[src/rtl/scc_pkg.sv]
package scc_pkg;

  // ----------------------------------------------------------------
  // Register map
  // ----------------------------------------------------------------
  localparam logic [7:0] SCC_REF_CTRL_ADDR = 8'hd1;
  localparam logic [7:0] SCC_REF_CTRL_RST = 8'h00;
  localparam logic [7:0] SCC_REF_CTRL_WMASK = 8'h0e;
  localparam int SCC_REF_SEL_BIT = 3;
  localparam int SCC_TEMP_EN_BIT = 2;
  localparam int SCC_BIAS_EN_BIT = 1;

  // Control, configuration and result bytes (offsets of this block)
  localparam logic [7:0] SCC_CTRL_ADDR = 8'he8;
  localparam logic [7:0] SCC_CFG_ADDR = 8'hbc;
  localparam logic [7:0] SCC_DATA_ADDR = 8'hbe;
  localparam logic [7:0] SCC_CTRL_RST = 8'h00;
  localparam logic [7:0] SCC_CFG_RST = 8'hf8;
  localparam int SCC_EN_BIT = 7;
  localparam int SCC_TM_BIT = 6;
  localparam int SCC_DONE_BIT = 5;
  localparam int SCC_BUSY_BIT = 4;
  localparam int SCC_IE_BIT = 3;
  localparam int SCC_SRC_LSB = 0;
  localparam int SCC_DIV_LSB = 3;

  // ----------------------------------------------------------------
  // Timing
  // ----------------------------------------------------------------
  localparam int SCC_DIV_W = 5;
  localparam int SCC_TRACK_CLKS = 3;
  localparam int SCC_CONV_CLKS = 9;
  localparam int SCC_FIFO_DEPTH = 16;

  // Start source codes
  typedef enum logic [2:0] {
    SCC_SRC_SW = 3'b000,
    SCC_SRC_T0 = 3'b001,
    SCC_SRC_T2 = 3'b010,
    SCC_SRC_T1 = 3'b011,
    SCC_SRC_EXT = 3'b100
  } scc_src_t;

  // Register access from the core
  typedef struct packed {
    logic wr;
    logic rd;
    logic [7:0] addr;
    logic [7:0] wdata;
  } scc_sfr_req_t;

  // Start triggers from the timers
  typedef struct packed {
    logic t0_ovf;
    logic t1_ovf;
    logic t2_lo_ovf;
    logic t2_hi_ovf;
    logic t2_split;
  } scc_trig_t;

endpackage

[src/rtl/scc_ctrl.sv]
// Behaviour
// - Converter clock is system clock over divisor+1
// - One of five start sources selected
// - Software writes busy one to start
// - Busy reads one during conversion, hardware clears
// - Busy falling at end of conversion sets done flag, raises interrupt
// - Result valid in data register when done
// - Timer 2 low or high overflow by mode
// - External start on rising edge of pin
// - Default mode tracks except while converting
// - Low-power mode tracks three converter clocks first
// - Low-power external: track while pin low
// - Reference select: pin when zero, supply when one
// - Bias enable bit switches bias generator
`timescale 1ns/1ns
module scc_ctrl
  import scc_pkg::*;
#(
  parameter int DIV_W = 5,
  parameter int RES_W = 8
) (
  // Clock and reset
  input wire logic clk_i,
  input wire logic arst_n_i,
  // Register access
  input wire scc_pkg::scc_sfr_req_t sfr_i,
  output logic [7:0] sfr_rdata_o,
  // Start triggers
  input wire scc_pkg::scc_trig_t trig_i,
  input wire logic ext_convert_start_i,
  // Analog converter
  output logic conv_track_o,
  output logic conv_sar_clk_o,
  output logic conv_start_o,
  input wire logic conv_eoc_i,
  input wire logic [RES_W-1:0] conv_result_i,
  output logic ref_source_select_o,
  output logic temp_sensor_enable_o,
  output logic bias_gen_enable_o,
  // Completion
  output logic conv_irq_o,
  output logic res_valid_o,
  input wire logic res_ready_i,
  output logic [RES_W-1:0] res_data_o
);
  import scc_pkg::*;

  typedef enum logic [1:0] {
    SCC_IDLE = 2'b00,
    SCC_TRACK = 2'b01,
    SCC_CONV = 2'b10
  } scc_state_t;

  // ----------------------------------------------------------------
  // Registers
  // ----------------------------------------------------------------
  logic [7:0] ref_r, ref_nxt;
  logic en_r, en_nxt, tm_r, tm_nxt, ie_r, ie_nxt;
  logic done_r, done_nxt, busy_r, busy_nxt;
  logic [2:0] src_r, src_nxt;
  logic [DIV_W-1:0] div_r, div_nxt;
  logic [RES_W-1:0] data_r, data_nxt;
  scc_state_t st_r, st_nxt;
  logic [DIV_W-1:0] pre_r, pre_nxt;
  logic [3:0] sclk_r, sclk_nxt;
  logic [2:0] ext_sync_r;
  logic ext_lvl_r, ext_lvl_nxt;
  logic ext_rise, ext_low, start_evt, sar_tick, busy_fall;
  logic wr_ctrl;

  // Converter clock count as a pure function of divisor
  function automatic logic tick_at(input logic [DIV_W-1:0] cnt,
                                   input logic [DIV_W-1:0] div);
    tick_at = (cnt == div);
  endfunction

  function automatic logic wr_hit(input scc_sfr_req_t r,
                                  input logic [7:0] a);
    wr_hit = r.wr && (r.addr == a);
  endfunction

  // ----------------------------------------------------------------
  // External start pin, three-stage synchroniser
  // ----------------------------------------------------------------
  always_ff @(posedge clk_i or negedge arst_n_i) begin
    if (!arst_n_i) begin
      ext_sync_r <= 3'h0;
    end else begin
      ext_sync_r <= {ext_sync_r[1:0], ext_convert_start_i};
    end
  end

  // Level moves only when stages two and three agree
  always_comb begin
    ext_lvl_nxt = ext_lvl_r;
    if (ext_sync_r[1] == ext_sync_r[2]) begin
      ext_lvl_nxt = ext_sync_r[2];
    end
  end

  assign ext_rise = ext_lvl_nxt && !ext_lvl_r;
  assign ext_low = !ext_lvl_r;

  // ----------------------------------------------------------------
  // Start selection
  // ----------------------------------------------------------------
  assign wr_ctrl = wr_hit(sfr_i, SCC_CTRL_ADDR);

  // Only the chosen source counts; others are dropped here
  always_comb begin
    start_evt = 1'b0;
    unique case (src_r)
      SCC_SRC_SW: start_evt = wr_ctrl && sfr_i.wdata[SCC_BUSY_BIT];
      SCC_SRC_T0: start_evt = trig_i.t0_ovf;
      SCC_SRC_T1: start_evt = trig_i.t1_ovf;
      SCC_SRC_T2: begin
        start_evt = trig_i.t2_split ? trig_i.t2_lo_ovf
                                    : trig_i.t2_hi_ovf;
      end
      SCC_SRC_EXT: start_evt = ext_rise;
      default: start_evt = 1'b0;
    endcase
  end

  // ----------------------------------------------------------------
  // Converter clock divider
  // ----------------------------------------------------------------
  // Prescaler free-runs while enabled so the clock has no odd first phase
  always_comb begin
    pre_nxt = pre_r + 1'b1;
    sar_tick = 1'b0;
    if (!en_r || tick_at(pre_r, div_r)) begin
      pre_nxt = '0;
      sar_tick = en_r;
    end
  end

  // ----------------------------------------------------------------
  // Conversion sequence
  // ----------------------------------------------------------------
  always_comb begin
    st_nxt = st_r;
    sclk_nxt = sclk_r;
    busy_nxt = busy_r;
    unique case (st_r)
      SCC_IDLE: begin
        sclk_nxt = '0;
        // In low-power external mode the pin edge itself ends tracking
        if (en_r && start_evt) begin
          busy_nxt = 1'b1;
          if (tm_r && src_r != SCC_SRC_EXT) begin
            st_nxt = SCC_TRACK;
          end else begin
            st_nxt = SCC_CONV;
          end
        end
      end
      SCC_TRACK: begin
        if (sar_tick) begin
          sclk_nxt = sclk_r + 1'b1;
          if (sclk_r == 4'(SCC_TRACK_CLKS - 1)) begin
            sclk_nxt = '0;
            st_nxt = SCC_CONV;
          end
        end
      end
      SCC_CONV: begin
        // Analog side ends it; a missing eoc is bounded by a clock count
        if (sar_tick) begin
          sclk_nxt = sclk_r + 1'b1;
        end
        if (conv_eoc_i || (sar_tick &&
            sclk_r == 4'(SCC_CONV_CLKS - 1))) begin
          st_nxt = SCC_IDLE;
          busy_nxt = 1'b0;
        end
      end
      default: begin
        st_nxt = SCC_IDLE;
        busy_nxt = 1'b0;
      end
    endcase
    if (!en_r) begin
      st_nxt = SCC_IDLE;
      busy_nxt = 1'b0;
    end
  end

  // An abort by clearing enable drops busy but must not report completion
  assign busy_fall = en_r && busy_r && !busy_nxt && st_r == SCC_CONV;

  // ----------------------------------------------------------------
  // Register writes, done flag and result
  // ----------------------------------------------------------------
  always_comb begin
    ref_nxt = ref_r;
    en_nxt = en_r;
    tm_nxt = tm_r;
    ie_nxt = ie_r;
    src_nxt = src_r;
    div_nxt = div_r;
    done_nxt = done_r;
    data_nxt = data_r;
    if (wr_hit(sfr_i, SCC_REF_CTRL_ADDR)) begin
      ref_nxt = sfr_i.wdata & SCC_REF_CTRL_WMASK;
    end
    if (wr_hit(sfr_i, SCC_CFG_ADDR)) begin
      div_nxt = sfr_i.wdata[SCC_DIV_LSB +: DIV_W];
    end
    if (wr_ctrl) begin
      en_nxt = sfr_i.wdata[SCC_EN_BIT];
      tm_nxt = sfr_i.wdata[SCC_TM_BIT];
      ie_nxt = sfr_i.wdata[SCC_IE_BIT];
      src_nxt = sfr_i.wdata[SCC_SRC_LSB +: 3];
      done_nxt = sfr_i.wdata[SCC_DONE_BIT];
    end
    // Completion beats a software clear in the same cycle
    if (busy_fall) begin
      done_nxt = 1'b1;
      data_nxt = conv_result_i;
    end
  end

  always_ff @(posedge clk_i or negedge arst_n_i) begin
    if (!arst_n_i) begin
      ref_r <= SCC_REF_CTRL_RST;
      en_r <= SCC_CTRL_RST[SCC_EN_BIT];
      tm_r <= SCC_CTRL_RST[SCC_TM_BIT];
      ie_r <= SCC_CTRL_RST[SCC_IE_BIT];
      src_r <= SCC_CTRL_RST[SCC_SRC_LSB +: 3];
      div_r <= SCC_CFG_RST[SCC_DIV_LSB +: DIV_W];
      done_r <= 1'b0;
      busy_r <= 1'b0;
      data_r <= '0;
      st_r <= SCC_IDLE;
      pre_r <= '0;
      sclk_r <= '0;
      ext_lvl_r <= 1'b0;
    end else begin
      ref_r <= ref_nxt;
      en_r <= en_nxt;
      tm_r <= tm_nxt;
      ie_r <= ie_nxt;
      src_r <= src_nxt;
      div_r <= div_nxt;
      done_r <= done_nxt;
      busy_r <= busy_nxt;
      data_r <= data_nxt;
      st_r <= st_nxt;
      pre_r <= pre_nxt;
      sclk_r <= sclk_nxt;
      ext_lvl_r <= ext_lvl_nxt;
    end
  end

  // ----------------------------------------------------------------
  // Read mux
  // ----------------------------------------------------------------
  always_comb begin
    sfr_rdata_o = 8'h00;
    unique case (sfr_i.addr)
      SCC_REF_CTRL_ADDR: sfr_rdata_o = ref_r;
      SCC_CFG_ADDR: sfr_rdata_o = 8'({div_r, 3'h0});
      SCC_DATA_ADDR: sfr_rdata_o = 8'(data_r);
      SCC_CTRL_ADDR: begin
        sfr_rdata_o = {en_r, tm_r, done_r, busy_r, ie_r, src_r};
      end
      default: sfr_rdata_o = 8'h00;
    endcase
  end

  // ----------------------------------------------------------------
  // Analog controls
  // ----------------------------------------------------------------
  // Low-power external mode: track only while the pin is low
  always_comb begin
    conv_track_o = 1'b0;
    if (en_r && st_r != SCC_CONV) begin
      if (!tm_r) begin
        conv_track_o = 1'b1;
      end else if (src_r == SCC_SRC_EXT) begin
        conv_track_o = ext_low && st_r == SCC_IDLE;
      end else begin
        conv_track_o = (st_r == SCC_TRACK);
      end
    end
  end

  assign conv_sar_clk_o = sar_tick;
  assign conv_start_o = (st_nxt == SCC_CONV) && (st_r != SCC_CONV);
  assign ref_source_select_o = ref_r[SCC_REF_SEL_BIT];
  assign temp_sensor_enable_o = ref_r[SCC_TEMP_EN_BIT];
  assign bias_gen_enable_o = ref_r[SCC_BIAS_EN_BIT];
  assign conv_irq_o = done_r && ie_r;

  // ----------------------------------------------------------------
  // Result stream; a full FIFO drops the word, the register keeps it
  // ----------------------------------------------------------------
  scc_fifo #(
    .WIDTH(RES_W),
    .DEPTH(SCC_FIFO_DEPTH)
  ) u_fifo (
    .clk_i(clk_i),
    .arst_n_i(arst_n_i),
    .in_valid_i(busy_fall),
    .in_ready_o(),
    .in_data_i(conv_result_i),
    .out_valid_o(res_valid_o),
    .out_ready_i(res_ready_i),
    .out_data_o(res_data_o)
  );

endmodule

[src/rtl/scc_fifo.sv]
`timescale 1ns/1ns
module scc_fifo #(
  parameter int WIDTH = 8,
  parameter int DEPTH = 16
) (
  // Clock and reset
  input wire logic clk_i,
  input wire logic arst_n_i,
  // Write side
  input wire logic in_valid_i,
  output logic in_ready_o,
  input wire logic [WIDTH-1:0] in_data_i,
  // Read side
  output logic out_valid_o,
  input wire logic out_ready_i,
  output logic [WIDTH-1:0] out_data_o
);
  localparam int AW = $clog2(DEPTH);

  logic [WIDTH-1:0] mem_r [DEPTH];
  logic [AW-1:0] wp_r, wp_nxt, rp_r, rp_nxt;
  logic [AW:0] cnt_r, cnt_nxt;
  logic push, pop;

  // ----------------------------------------------------------------
  // Pointers and level
  // ----------------------------------------------------------------
  assign in_ready_o = (cnt_r != AW'(0) + (AW+1)'(DEPTH));
  assign out_valid_o = (cnt_r != '0);
  assign out_data_o = mem_r[rp_r];
  assign push = in_valid_i && in_ready_o;
  assign pop = out_valid_o && out_ready_i;

  // Next pointer values; wrap works for any depth
  always_comb begin
    wp_nxt = wp_r;
    rp_nxt = rp_r;
    cnt_nxt = cnt_r;
    if (push) begin
      wp_nxt = (wp_r == AW'(DEPTH - 1)) ? '0 : wp_r + 1'b1;
    end
    if (pop) begin
      rp_nxt = (rp_r == AW'(DEPTH - 1)) ? '0 : rp_r + 1'b1;
    end
    if (push && !pop) begin
      cnt_nxt = cnt_r + 1'b1;
    end else if (pop && !push) begin
      cnt_nxt = cnt_r - 1'b1;
    end
  end

  always_ff @(posedge clk_i or negedge arst_n_i) begin
    if (!arst_n_i) begin
      wp_r <= '0;
      rp_r <= '0;
      cnt_r <= '0;
    end else begin
      wp_r <= wp_nxt;
      rp_r <= rp_nxt;
      cnt_r <= cnt_nxt;
    end
  end

  // Storage has no reset, it is only read when valid
  always_ff @(posedge clk_i) begin
    if (push) begin
      mem_r[wp_r] <= in_data_i;
    end
  end
endmodule

[config.mk]
export PLATFORM = sky130hd
export DESIGN_NAME = scc_ctrl
export DESIGN_NICKNAME = d
export VERILOG_FILES = /design/src/rtl/scc_pkg.sv /design/src/rtl/scc_ctrl.sv /design/src/rtl/scc_fifo.sv
export SDC_FILE = /design/constraint.sdc
export NUM_CORES = 1
export LEC_CHECK = 0
export BUFFER_PORTS_ARGS = -buffer_cell sky130_fd_sc_hd__clkbuf_2
export CORE_ASPECT_RATIO = 1.25
export CORE_MARGIN = 2
export CORE_UTILIZATION = 55
export DETAILED_ROUTE_END_ITERATION = 7
export PLACE_DENSITY = 0.84
export SYNTH_ARGS = -nofsm -noshare
export SYNTH_HDL_FRONTEND = slang
export SYNTH_HIERARCHICAL = 1
export SYNTH_SLANG_ARGS = --single-unit
[constraint.sdc]
create_clock -name clk_i -period 4.05 [get_ports clk_i]
set_input_delay 0.405 -clock clk_i [delete_from_list [all_inputs] [get_ports clk_i]]
set_output_delay 0.405 -clock clk_i [all_outputs]
set_load 0.05 [all_outputs]
# Yosys cells after proc, flatten, opt, wreduce, memory -nomap -nowiden
# Memories as Yosys holds them, arrays and structs flattened.
# Index checks and enable logic that the tools add are counted.
[totals] regBits=52 ramBits=128 in_bits=36 out_inout_bits=24 word_cells=111 n_memories=1
[memory_table] memory="u_fifo.mem_r" words=16 word_bits=8 rd=1 rd_clocked_by_memory_dff=0 write_ports=1 line="scc_fifo.sv:20" source="logic [WIDTH-1:0] mem_r [DEPTH];"
[classes] n_addsub=6 eq_ne=22 n_mux=32 n_reduce_logical=33
[ops] cell="== test 8 bit, second input constant" count=4
[ops] cell="one-hot mux 8 bit (4 select lines)" count=1
[ops] cell="two-way mux 4 bit" count=5
[ops] cell="logical AND 1 bit" count=19
[ops] cell="two-way mux 5 bit" count=3
[ops] cell="two-way mux 1 bit" count=13
[ops] cell="adder 4 x 1 -> 4 bit, second input constant" count=3
[ops] cell="== test 4 bit, second input constant" count=3
[ops] cell="two-way mux 2 bit" count=6
[ops] cell="one-hot mux 4 bit (3 select lines)" count=1
[ops] cell="adder 5 x 1 -> 5 bit, second input constant" count=2
[ops] cell="== test 3 x 2 -> 1 bit, second input constant" count=2
[ops] cell="!= test 2 bit, second input constant" count=3
[ops] cell="one-hot mux 2 bit (3 select lines)" count=1
[ops] cell="== test 5 bit" count=1
[ops] cell="zero test 1 bit" count=5
[ops] cell="!= test 5 bit, second input constant" count=1
[ops] cell="one-hot mux 1 bit (5 select lines)" count=1
[ops] cell="nonzero test 5 bit" count=1
[ops] cell="subtractor 5 x 1 -> 5 bit, second input constant" count=1
[ops] cell="== test 2 bit, second input constant" count=2
[ops] cell="== test 4 x 2 -> 1 bit, second input constant" count=1
[ops] cell="nonzero test 2 bit" count=2
[ops] cell="== test 3 x 1 -> 1 bit, second input constant" count=1
[ops] cell="10 further kinds" count=11

# Longest topological paths before layout
# Gate-level depths: netlist of the first run.
[logic_depth] word_depth=16 depth_mapped=16 ltp_nobuf=14

# By module
# The synthesis of the first run kept the hierarchy.
[modules_own_cells] mod="scc_fifo" n_inst=1 cells_each=311 area_each_um2=5768.0 seq_area_each_um2=4169.0
[modules_own_cells] mod="scc_ctrl" n_inst=1 cells_each=201 area_each_um2=2179.6 seq_area_each_um2=982.2

# Least setup slack after synthesis of the first run
# Ideal clock, no wire load.
[synth_path] path_type="register -> register" startpoint="reg div_r[4]" endpoint="reg u_fifo.cnt_r[4]" setup_time_ns=0.080 arrival_time_ns=3.265 t_required_ns=3.970 setup_slack_ns=0.705 stages_incl_launch_ff=17 n_path_buf=2 synth_period_minus_slack_ns=3.345 cell_sequence="dfstp_2 xnor2_1 o2111a_1 nand2_1 o211a_1 o21a_1 buf_6 inv_1 a21boi_0 buf_2 ha_1 inv_1 fa_1 a21o_1 a21oi_1 mux2i_1 xnor2_1"
[synth_via] elab_chain_len=15 elab_cells_between_ends=17 classes_between="1 x eq/ne; 5 x mux; 11 x reduce/logical"
[synth_rtl] element="start, declared" line="scc_ctrl.sv:61" source="logic [DIV_W-1:0] div_r, div_nxt;"
[synth_rtl] element="start signal, assigned" line="scc_ctrl.sv:231" source="div_r <= SCC_CFG_RST[SCC_DIV_LSB +: DIV_W];"
[synth_rtl] element="start signal, assigned" line="scc_ctrl.sv:245" source="div_r <= div_nxt;"
[synth_rtl] element="== test 5 bit (*)" line="scc_ctrl.sv:74" source="tick_at = (cnt == div);"
[synth_rtl] element="logical OR 1 bit (*)" line="scc_ctrl.sv:132" source="if (!en_r || tick_at(pre_r, div_r)) begin"
[synth_rtl] element="two-way mux 1 bit (*)" line="scc_ctrl.sv:132"
[synth_rtl] element="logical AND 1 bit (*)" line="scc_ctrl.sv:172" source="if (conv_eoc_i || (sar_tick &&"
[synth_rtl] element="logical OR 1 bit (*)" line="scc_ctrl.sv:172"
[synth_rtl] element="two-way mux 1 bit (*)" line="scc_ctrl.sv:172"
[synth_rtl] element="one-hot mux 1 bit (3 select lines) (*)" line="scc_ctrl.sv:145" source="unique case (st_r)"
[synth_rtl] element="two-way mux 1 bit (*)" line="scc_ctrl.sv:183" source="if (!en_r) begin"
[synth_rtl] element="zero test 1 bit (*)" line="scc_ctrl.sv:190" source="assign busy_fall = en_r && busy_r && !busy_nxt && st_r == SCC_CONV;"
[synth_rtl] element="logical AND 1 bit (*) (2 in a row)" line="scc_ctrl.sv:190"
[synth_rtl] element="via busy_fall" line="scc_ctrl.sv:68" source="logic ext_rise, ext_low, start_evt, sar_tick, busy_fall;"
[synth_rtl] element="logical AND 1 bit (*)" line="scc_fifo.sv:31" source="assign push = in_valid_i && in_ready_o;"
[synth_rtl] element="via u_fifo.push" line="scc_fifo.sv:23" source="logic push, pop;"
[synth_rtl] element="zero test 1 bit" line="scc_fifo.sv:47" source="end else if (pop && !push) begin"
[synth_rtl] element="logical AND 1 bit" line="scc_fifo.sv:47"
[synth_rtl] element="nonzero test 2 bit (no source line)"
[synth_rtl] element="end signal, assigned" line="scc_fifo.sv:60" source="cnt_r <= cnt_nxt;"
[synth_rtl] element="end, declared" line="scc_fifo.sv:22" source="logic [AW:0] cnt_r, cnt_nxt;"
# Mark *: on every way through the listed nets, which the timed path passes. The rest lies on a longest branch.
# A chain may end at the register's enable or synchronous reset.

# Final worst setup path of the first run
[layout_path] startpoint="reg div_r[0]" endpoint="reg u_fifo.cnt_r[4]"
[layout_via] elab_chain_len=15 elab_cells_between_ends=17 classes_between="1 x eq/ne; 5 x mux; 11 x reduce/logical"
[layout_rtl] element="== test 5 bit (*)" line="scc_ctrl.sv:74"
[layout_rtl] element="logical OR 1 bit (*)" line="scc_ctrl.sv:132"
[layout_rtl] element="two-way mux 1 bit (*)" line="scc_ctrl.sv:132"
[layout_rtl] element="logical AND 1 bit (*)" line="scc_ctrl.sv:172"
[layout_rtl] element="logical OR 1 bit (*)" line="scc_ctrl.sv:172"
[layout_rtl] element="two-way mux 1 bit (*)" line="scc_ctrl.sv:172"
[layout_rtl] element="one-hot mux 1 bit (3 select lines) (*)" line="scc_ctrl.sv:145"
[layout_rtl] element="two-way mux 1 bit (*)" line="scc_ctrl.sv:183"
[layout_rtl] element="zero test 1 bit (*)" line="scc_ctrl.sv:190"
[layout_rtl] element="logical AND 1 bit (*) (2 in a row)" line="scc_ctrl.sv:190"
[layout_rtl] element="via busy_fall" line="scc_ctrl.sv:68"
[layout_rtl] element="logical AND 1 bit (*)" line="scc_fifo.sv:31"
[layout_rtl] element="zero test 1 bit" line="scc_fifo.sv:47"
[layout_rtl] element="logical AND 1 bit" line="scc_fifo.sv:47"
[layout_rtl] element="nonzero test 2 bit (no source line)"
# Marks and branches as above.

==> results of run 1 <==
[per-layer routing]
layer	track usage, %	up-vias	share of wire, %	wire length (µm)
li1	-	2116	-	-
met1	25.3	2409	38	6220
met2	40.8	186	55	8990
met3	3.95	40	4.8	792
met4	9.23	0	2.6	419
met5	0	-	0	0
[power groups by stage]
stage          Sequential, mW  Clock (mW)  Combinational, mW
4_1_cts                  2.18        1.63               1.42
5_1_grt                  2.20        1.71               1.50
2_1_floorplan            2.13           0               1.17
3_3_place_gp             2.21           0               1.37
6_report                 2.19        1.61               1.41
3_5_place_dp             2.22           0               1.41
[per-stage QoR]
stage	hold slack, ns	utilization [%]	std cells
2_1_floorplan	0.109	-	511
3_3_place_gp	0.340	58.9	738
3_5_place_dp	0.336	58.9	738
4_1_cts	0.0670	63.0	770
5_1_grt	0.0686	63.0	770
6_report	0.0750	63.0	770
[path summary, 6_finish.rpt]
kind | endpoint | slack (ns) | cells past startpoint
max in group asynchronous | u_fifo/rp_r[1]$_DFFE_PN0P_ | 3.47 | 2
max reg2reg | u_fifo/cnt_r[4]$_DFFE_PN0P_ | 0.58 | 15
min reg2reg | ext_sync_r[1]$_DFF_PN0_ | 0.37 | 0
max | u_fifo/cnt_r[4]$_DFFE_PN0P_ | 0.58 | 15
min in group asynchronous | sclk_r[3]$_DFFE_PN0P_ | 0.10 | 2
min | ext_sync_r[0]$_DFF_PN0_ | 0.08 | 1
[layout make-up]
class | instances | area [µm²]
fill | 996 | 5280
timing repair buffer | 70 | 380
tap | 178 | 223
sequential | 180 | 5150
clock buffer | 18 | 429
clock inverter | 14 | 154
inverter | 21 | 78.8
multi-input combinational | 289 | 2580
[state kept, by name, summed over array words and instances (netlist names)]
register      count
busy_r            1
data_r            8
div_r             5
done_r            1
en_r              1
ext_lvl_r         1
ext_sync_r        3
ie_r              1
pre_r             5
ref_r             3
sclk_r            4
src_r             3
st_r              2
tm_r              1
u_fifo/cnt_r      5
u_fifo/mem_r    128
u_fifo/rp_r       4
u_fifo/wp_r       4
==> results.cfg, run 1 <==
[sta]
finalHoldViolations = 0
skew_ns = 0.0121
fmax_mhz = 288
drv_slew = 0
setup_viol = 0
worstMarginPinSlew_ns = 0.943
rsz0062_at_grt = no
finalSetupTns_ns = 0
slew_headroom_pct = 36.9
fin_crit_ns = 3.47
finalCritPeriodShare_pct = 85.7
setup_ws_ns = 0.579

[layout]
final_cell_area_mm2 = 0.00900
layout_commonest_cell = edfxtp_1
drive_gt1_share_pct = 27.2
syn_to_final_growth_pct = 13.3
fin_nets = 633
final_cell_mix = 128 x edfxtp_1, 58 x clkbuf_2, 46 x dfrtp_1, 29 x mux2i_1, 26 x nor2_1
antennaDiodeCount = 0

[power_and_ir_drop]
power_density_mw_per_mm2 = 579
pwr-share-seq_pct = 42.0
p_clk_share_pct = 31.0
ir_worst_vdd_mv = 0.572
comb_power_share_pct = 27.1
power_mw = 5.21
intPower_mw = 3.43
p_leak_nw = 3.48
switching_share_pct = 34.1
switchingPower_mw = 1.78

[routing]
viasPerCell = 6.17
routedWlPerCell_um = 21.3
ant_nets = 0
finalWirelength_um = 16400
drc = 0
firstDrtPassIters = 6
drt_iter0_markers = 390
vias = 4751

[cts]
htree_levels = 4
clock_path_buffers = 2
cts_root_buf = clkbuf_16
ctsResizeCount = 0
cts_tree = done
clk_latency_ns = 0.43
clk_pin_slew_ns = 0.07
cts.sinks = 180
cts_setup_buffers = 0
cts_buffers = 17
postCtsHoldBufs = 0

[setup_path]
timing.critical_path.mode_cell = inv_1
crit_family = compound AO/OA/AOI/OAI gates
critPathArrivalTime_ns = 3.82
start_kind = flip-flop
cp_max_fo = 11
worstSetupEndpointType = flip-flop
slowest_delay_ns = 0.58
timing.rr.start = div_r[0]$_DFFE_PN1P_
crit_chain = nand2b_1 > o2111a_1 > nand2_1 > o211a_1 > o21a_1 > inv_1 > a21boi_0 > buf_4 > ha_1 > inv_1 > fa_1 > a21o_1 > a21oi_1 > mux2i_1 > xnor2_1
slowest_stage = dfstp_2
crit_type = flip-flop to flip-flop
cp.required_ns = 4.40
critPathLaunch = div_r[0]$_DFFE_PN1P_
crit_buf_inv = 3

[grt]
grt_pass1_wl_um = 26200
grt_overflow = 0
grt_max_degree = 53
antenna_found_initial = 0
track_usage_pct = 22.1
grt_pass1_vias = 5055

[die]
initial_core_util_pct = 55.6
fp.dieArea_mm2 = 0.0154
die_x_um = 111
io_pins = 60
core_mm2 = 0.0143
die_h_um = 138
core.rowCount = 49

[logic_synthesis]
synth.net_count = 565
syn_area_mm2 = 0.00794
yosys_warnings = 6
syn_area_per_cell_um2 = 15.5
synthCells = 511

[run_status]
outcome = finished clean

[min_path]
min_path_type = input port to flip-flop
hp-start = ext_convert_start_i

[placed_design]
io_buffers = 58
place_ws_ns = 0.610
place_area_mm2 = 0.00842
hpwl_um = 11200
gp_congestion = 0.868

[run]
drv_cap = 0
Power figures use the tool's default switching activity.
==> run 2, diff against run 1 <==
--- a/config.mk
+++ b/config.mk
@@ -7,7 +7,7 @@
 export LEC_CHECK = 0
 export BUFFER_PORTS_ARGS = -buffer_cell sky130_fd_sc_hd__clkbuf_2
 export CORE_ASPECT_RATIO = 1.25
-export CORE_MARGIN = 2
+export CORE_MARGIN = 8
 export CORE_UTILIZATION = 55
 export DETAILED_ROUTE_END_ITERATION = 7
 export PLACE_DENSITY = 0.84
==> results.cfg, run 2 (synthesis gave the netlist of run 1 again) <==
[power_and_ir_drop]
ir_worst_vdd_mv = 0.539
pwr-share-seq_pct = 40.2
intPower_mw = 3.70
power_density_mw_per_mm2 = 595
switching_share_pct = 31.7
comb_power_share_pct = 26.6
p_clk_share_pct = 33.1
switchingPower_mw = 1.71
p_leak_nw = 3.53

[min_path]
holdPathEnd = ext_sync_r[0]$_DFF_PN0_
hp-start = ext_convert_start_i
min_path_type = input port to flip-flop
min_path_cells = 1

[die]
fp.dieArea_mm2 = 0.0186
die_h_um = 150
io_pins = 60
core_mm2 = 0.0143
core.rowCount = 49
initial_core_util_pct = 55.6
die_x_um = 123

[sta]
setup_viol = 0
slew_headroom_pct = 35.0
worstMarginPinSlew_ns = 0.971
fmax_mhz = 281
finalHoldViolations = 0
fin_crit_ns = 3.56
rsz0062_at_grt = no
skew_ns = 0.00955
finalCritPeriodShare_pct = 87.9
drv_slew = 0
finalSetupTns_ns = 0

[run]
drv_cap = 0

[cts]
htree_levels = 4
cts_buffers = 17
cts_setup_buffers = 0
cts_tree = done
clock_path_buffers = 2
cts_root_buf = clkbuf_16
ctsResizeCount = 0
postCtsHoldBufs = 0
cts.sinks = 180
clk_pin_slew_ns = 0.06
clk_latency_ns = 0.43

[grt]
grt_max_degree = 53
grt_overflow = 0
track_usage_pct = 20.0
grt_pass1_vias = 5144
antenna_found_initial = 0
grt_pass1_wl_um = 27500

[placed_design]
io_buffers = 58
dp.cells = 740
place_area_mm2 = 0.00843
hpwl_um = 11900
gp_congestion = 0.836

[layout]
reg.largest.list = u_fifo/mem_r x128, data_r x8
largest_register_ffs = 128
layout_commonest_cell = edfxtp_1
top_register = u_fifo/mem_r
fin_nets = 635
antennaDiodeCount = 0
final_cell_mix = 128 x edfxtp_1, 58 x clkbuf_2, 46 x dfrtp_1, 29 x mux2i_1, 26 x nor2_1
fin_cells = 772
drive_gt1_share_pct = 27.4
final_cell_area_mm2 = 0.00908
syn_to_final_growth_pct = 14.3
final_util_pct = 63.6

[setup_path]
timing.rr.end = u_fifo/cnt_r[4]$_DFFE_PN0P_
timing.rr.start = div_r[2]$_DFFE_PN1P_
worstRegToRegCells = 15
crit_chain = xnor2_1 > o2111a_1 > nand2_1 > o211a_1 > o21a_1 > inv_1 > a21boi_0 > buf_4 > ha_1 > inv_1 > fa_1 > a21o_1 > a21oi_1 > mux2i_1 > xnor2_1
regToRegSetupSlack_ns = 0.49
cp_max_fo = 11
crit_family = compound AO/OA/AOI/OAI gates
crit_buf_inv = 3
critPathArrivalTime_ns = 3.91
cp.required_ns = 4.40
start_kind = flip-flop
slowest_delay_ns = 0.56
worstSetupEndpointType = flip-flop
crit_type = flip-flop to flip-flop
slowest_stage = dfstp_2

[routing]
routedWlPerCell_um = 22.6
drc = 0
vias = 4856
finalWirelength_um = 17400
viasPerCell = 6.29
ant_nets = 0
firstDrtPassIters = 7
drt_iter0_markers = 505

[run_status]
outcome = finished clean
-- run 2: changes by cell type in the layout (fill, tap and decap cells not counted), sizes merged --
cell,delta
clkbuf,-1
buf,+2
bufinv,+5
clkinvlp,+1
inv,-5
-- run 2: metal layers --
layer / vias up / global-route usage, % / share of wire (%)
li1: 2122 / - / -
met1: 2470 / 22.3 / 37
met2: 236 / 35.0 / 55
met3: 28 / 5.22 / 6.4
met4: 0 / 8.87 / 2.1
met5: - / 0 / 0
-- run 2: worst max-delay path by stage --
| stage | start | endpoint | slack [ns] | depth (start not counted) |
|---|---|---|---|---|
| after global routing | div_r[2]$_DFFE_PN1P_ | u_fifo/cnt_r[4]$_DFFE_PN0P_ | 0.28 | 15 |
| after CTS | div_r[2]$_DFFE_PN1P_ | u_fifo/cnt_r[4]$_DFFE_PN0P_ | 0.48 | 15 |
| after floorplan | div_r[4]$_DFFE_PN1P_ | u_fifo/cnt_r[4]$_DFFE_PN0P_ | 0.71 | 16 |
| after global placement | div_r[0]$_DFFE_PN1P_ | u_fifo/cnt_r[4]$_DFFE_PN0P_ | 0.71 | 15 |
| after detailed placement | div_r[0]$_DFFE_PN1P_ | u_fifo/cnt_r[4]$_DFFE_PN0P_ | 0.56 | 15 |
| final | div_r[2]$_DFFE_PN1P_ | u_fifo/cnt_r[4]$_DFFE_PN0P_ | 0.49 | 15 |
-- run 2: cell type report --
cell class              count  area, µm²
fillers                   989       5200
clock buffers              17        425
well taps                 178        223
multi-input cells         289       2580
inverters                  21       78.8
repair buffers             72        395
flip-flops and latches    180       5150
clock inverters            15        225
-- run 2: per-stage QoR --
| step | power, mW | hold WS [ns] | setup slack (ns) |
|---|---|---|---|
| 2_1_floorplan | 3.31 | 0.109 | 0.705 |
| 3_3_place_gp | 3.59 | 0.339 | 0.708 |
| 3_5_place_dp | 3.65 | 0.342 | 0.558 |
| 4_1_cts | 5.44 | 0.0627 | 0.484 |
| 5_1_grt | 5.61 | 0.0570 | 0.282 |
| 6_report | 5.41 | 0.0820 | 0.488 |
-- run 2: power groups by stage --
stage / sequential [mW] / clock (mW) / combinational [mW]
3_3_place_gp: 2.20 / 0 / 1.38
2_1_floorplan: 2.13 / 0 / 1.17
4_1_cts: 2.17 / 1.81 / 1.46
3_5_place_dp: 2.21 / 0 / 1.44
6_report: 2.18 / 1.79 / 1.44
5_1_grt: 2.19 / 1.89 / 1.53
==> run 3, diff against run 2 <==
--- a/config.mk
+++ b/config.mk
@@ -8,9 +8,9 @@
 export BUFFER_PORTS_ARGS = -buffer_cell sky130_fd_sc_hd__clkbuf_2
 export CORE_ASPECT_RATIO = 1.25
 export CORE_MARGIN = 8
-export CORE_UTILIZATION = 55
+export CORE_UTILIZATION = 35
 export DETAILED_ROUTE_END_ITERATION = 7
-export PLACE_DENSITY = 0.84
+export PLACE_DENSITY = 0.61
 export SYNTH_ARGS = -nofsm -noshare
 export SYNTH_HDL_FRONTEND = slang
 export SYNTH_HIERARCHICAL = 1
==> constraint.sdc (replaced) <==
create_clock -name clk_i -period 4.05 [get_ports clk_i]
set_input_delay 0.81 -clock clk_i [delete_from_list [all_inputs] [get_ports clk_i]]
set_output_delay 0.81 -clock clk_i [all_outputs]
set_load 0.05 [all_outputs]
==> results.cfg, run 3 (synthesis gave the netlist of run 1 again) <==
[layout]
final_cell_mix = 128 x edfxtp_1, 58 x clkbuf_2, 46 x dfrtp_1, 29 x mux2i_1, 26 x nor2_1
drive_gt1_share_pct = 27.7
fin_nets = 636
num-fill-cells = 2055
final_cell_area_mm2 = 0.00916
fin_cells = 878
regArea_mm2 = 0.00515
layout_commonest_cell = edfxtp_1
top_register = u_fifo/mem_r
antennaDiodeCount = 0
multi_input_area_mm2 = 0.00258
final_util_pct = 41.1
largest_register_ffs = 128
reg.largest.list = u_fifo/mem_r x128, data_r x8
syn_to_final_growth_pct = 15.2

[sta]
finalSetupTns_ns = 0
setup_ws_ns = 0.411
finalCritPeriodShare_pct = 89.8
whs_ns = 0.351
setup_viol = 0
slew_headroom_pct = 40.6
skew_ns = 0.0107
rsz0062_at_grt = no
worstMarginPinSlew_ns = 0.885
fmax_mhz = 275
fin_crit_ns = 3.64
drv_slew = 0
finalHoldViolations = 0

[placed_design]
gp_congestion = 0.783
place_area_mm2 = 0.00857
place_ws_ns = 0.388
io_buffers = 58
dp.cells = 846
hpwl_um = 12100

[setup_path]
cp.required_ns = 4.41
critPathArrivalTime_ns = 4.00
worstSetupEndpointType = flip-flop
start_kind = flip-flop
cp_max_fo = 10
crit_type = flip-flop to flip-flop

[power_and_ir_drop]
p_clk_share_pct = 31.0
power_mw = 5.25
ir_worst_vdd_mv = 0.791
switchingPower_mw = 1.78
p_leak_nw = 3.50
pwr-share-seq_pct = 41.5
switching_share_pct = 33.8
power_density_mw_per_mm2 = 574
comb_power_share_pct = 27.5
intPower_mw = 3.48

[grt]
antenna_found_initial = 0
grt_max_degree = 33
grt_pass1_vias = 4838
track_usage_pct = 12.8
grt_pass1_wl_um = 26900
grt_overflow = 0

[cts]
cts_buffers = 17
cts.sinks = 180
cts_setup_buffers = 0
htree_levels = 4
cts_tree = done
clk_latency_ns = 0.43
cts_root_buf = clkbuf_16
clk_pin_slew_ns = 0.07
ctsResizeCount = 0
clock_path_buffers = 2
postCtsHoldBufs = 0

[routing]
viasPerCell = 5.22
ant_nets = 0
drt_iter0_markers = 260
finalWirelength_um = 17200
routedWlPerCell_um = 19.6
firstDrtPassIters = 5
drc = 0
vias = 4580

[min_path]
min_path_type = flip-flop to flip-flop

[die]
core.rowCount = 61
core_mm2 = 0.0223
io_pins = 60
die_x_um = 151
fp.dieArea_mm2 = 0.0278
initial_core_util_pct = 35.6
die_h_um = 184

[run_status]
outcome = finished clean

[run]
drv_cap = 0
run 3: metal layers:
layer / vias up / wire length (µm) / global-route usage [%]
met2: 105 / 8940 / 22.0
met3: 12 / 753 / 2.97
met1: 2348 / 7300 / 15.4
li1: 2115 / - / -
met4: 0 / 229 / 4.32
met5: - / 0 / 0
run 3: cell type report:
type,count,share of cell area (%)
flip-flops and latches,180,56.3
inverters,21,0.861
well taps,283,3.87
clock buffers,17,4.65
repair buffers,73,4.40
clock inverters,15,1.72
multi-input cells,289,28.2
run 3: path summary, 6_finish.rpt:
path	from	end	slack, ns	cells past startpoint
setup / recovery	div_r[0]$_DFFE_PN1P_	u_fifo/cnt_r[4]$_DFFE_PN0P_	0.41	14
hold / removal	ext_sync_r[0]$_DFF_PN0_	ext_sync_r[1]$_DFF_PN0_	0.35	0
setup reg to reg	div_r[0]$_DFFE_PN1P_	u_fifo/cnt_r[4]$_DFFE_PN0P_	0.41	14
hold reg to reg	ext_sync_r[0]$_DFF_PN0_	ext_sync_r[1]$_DFF_PN0_	0.35	0
max in group asynchronous	arst_n_i	div_r[3]$_DFFE_PN1P_	2.83	2
min in group asynchronous	arst_n_i	sclk_r[0]$_DFFE_PN0P_	0.36	1
run 3: worst max-delay path, cell delays in order, from the launching register on:
cell	delay (ns)
dfstp_2	0.57
nand2b_1	0.11
o2111a_1	0.21
nand2_1	0.09
o211a_1	0.29
o21a_1	0.41
inv_1	0.14
a21boi_0	0.26
ha_1	0.21
inv_1	0.11
fa_1	0.42
a21o_1	0.18
a21oi_1	0.18
mux2i_1	0.24
xnor2_1	0.13
run 3: power by group through the flow:
| stage | sequential [mW] | clock (mW) | combinational (mW) |
|---|---|---|---|
| final | 2.18 | 1.63 | 1.45 |
| after global routing | 2.19 | 1.73 | 1.55 |
| after CTS | 2.18 | 1.66 | 1.46 |
| after detailed placement | 2.22 | 0 | 1.46 |
| after global placement | 2.21 | 0 | 1.43 |
| after floorplan | 2.13 | 0 | 1.17 |
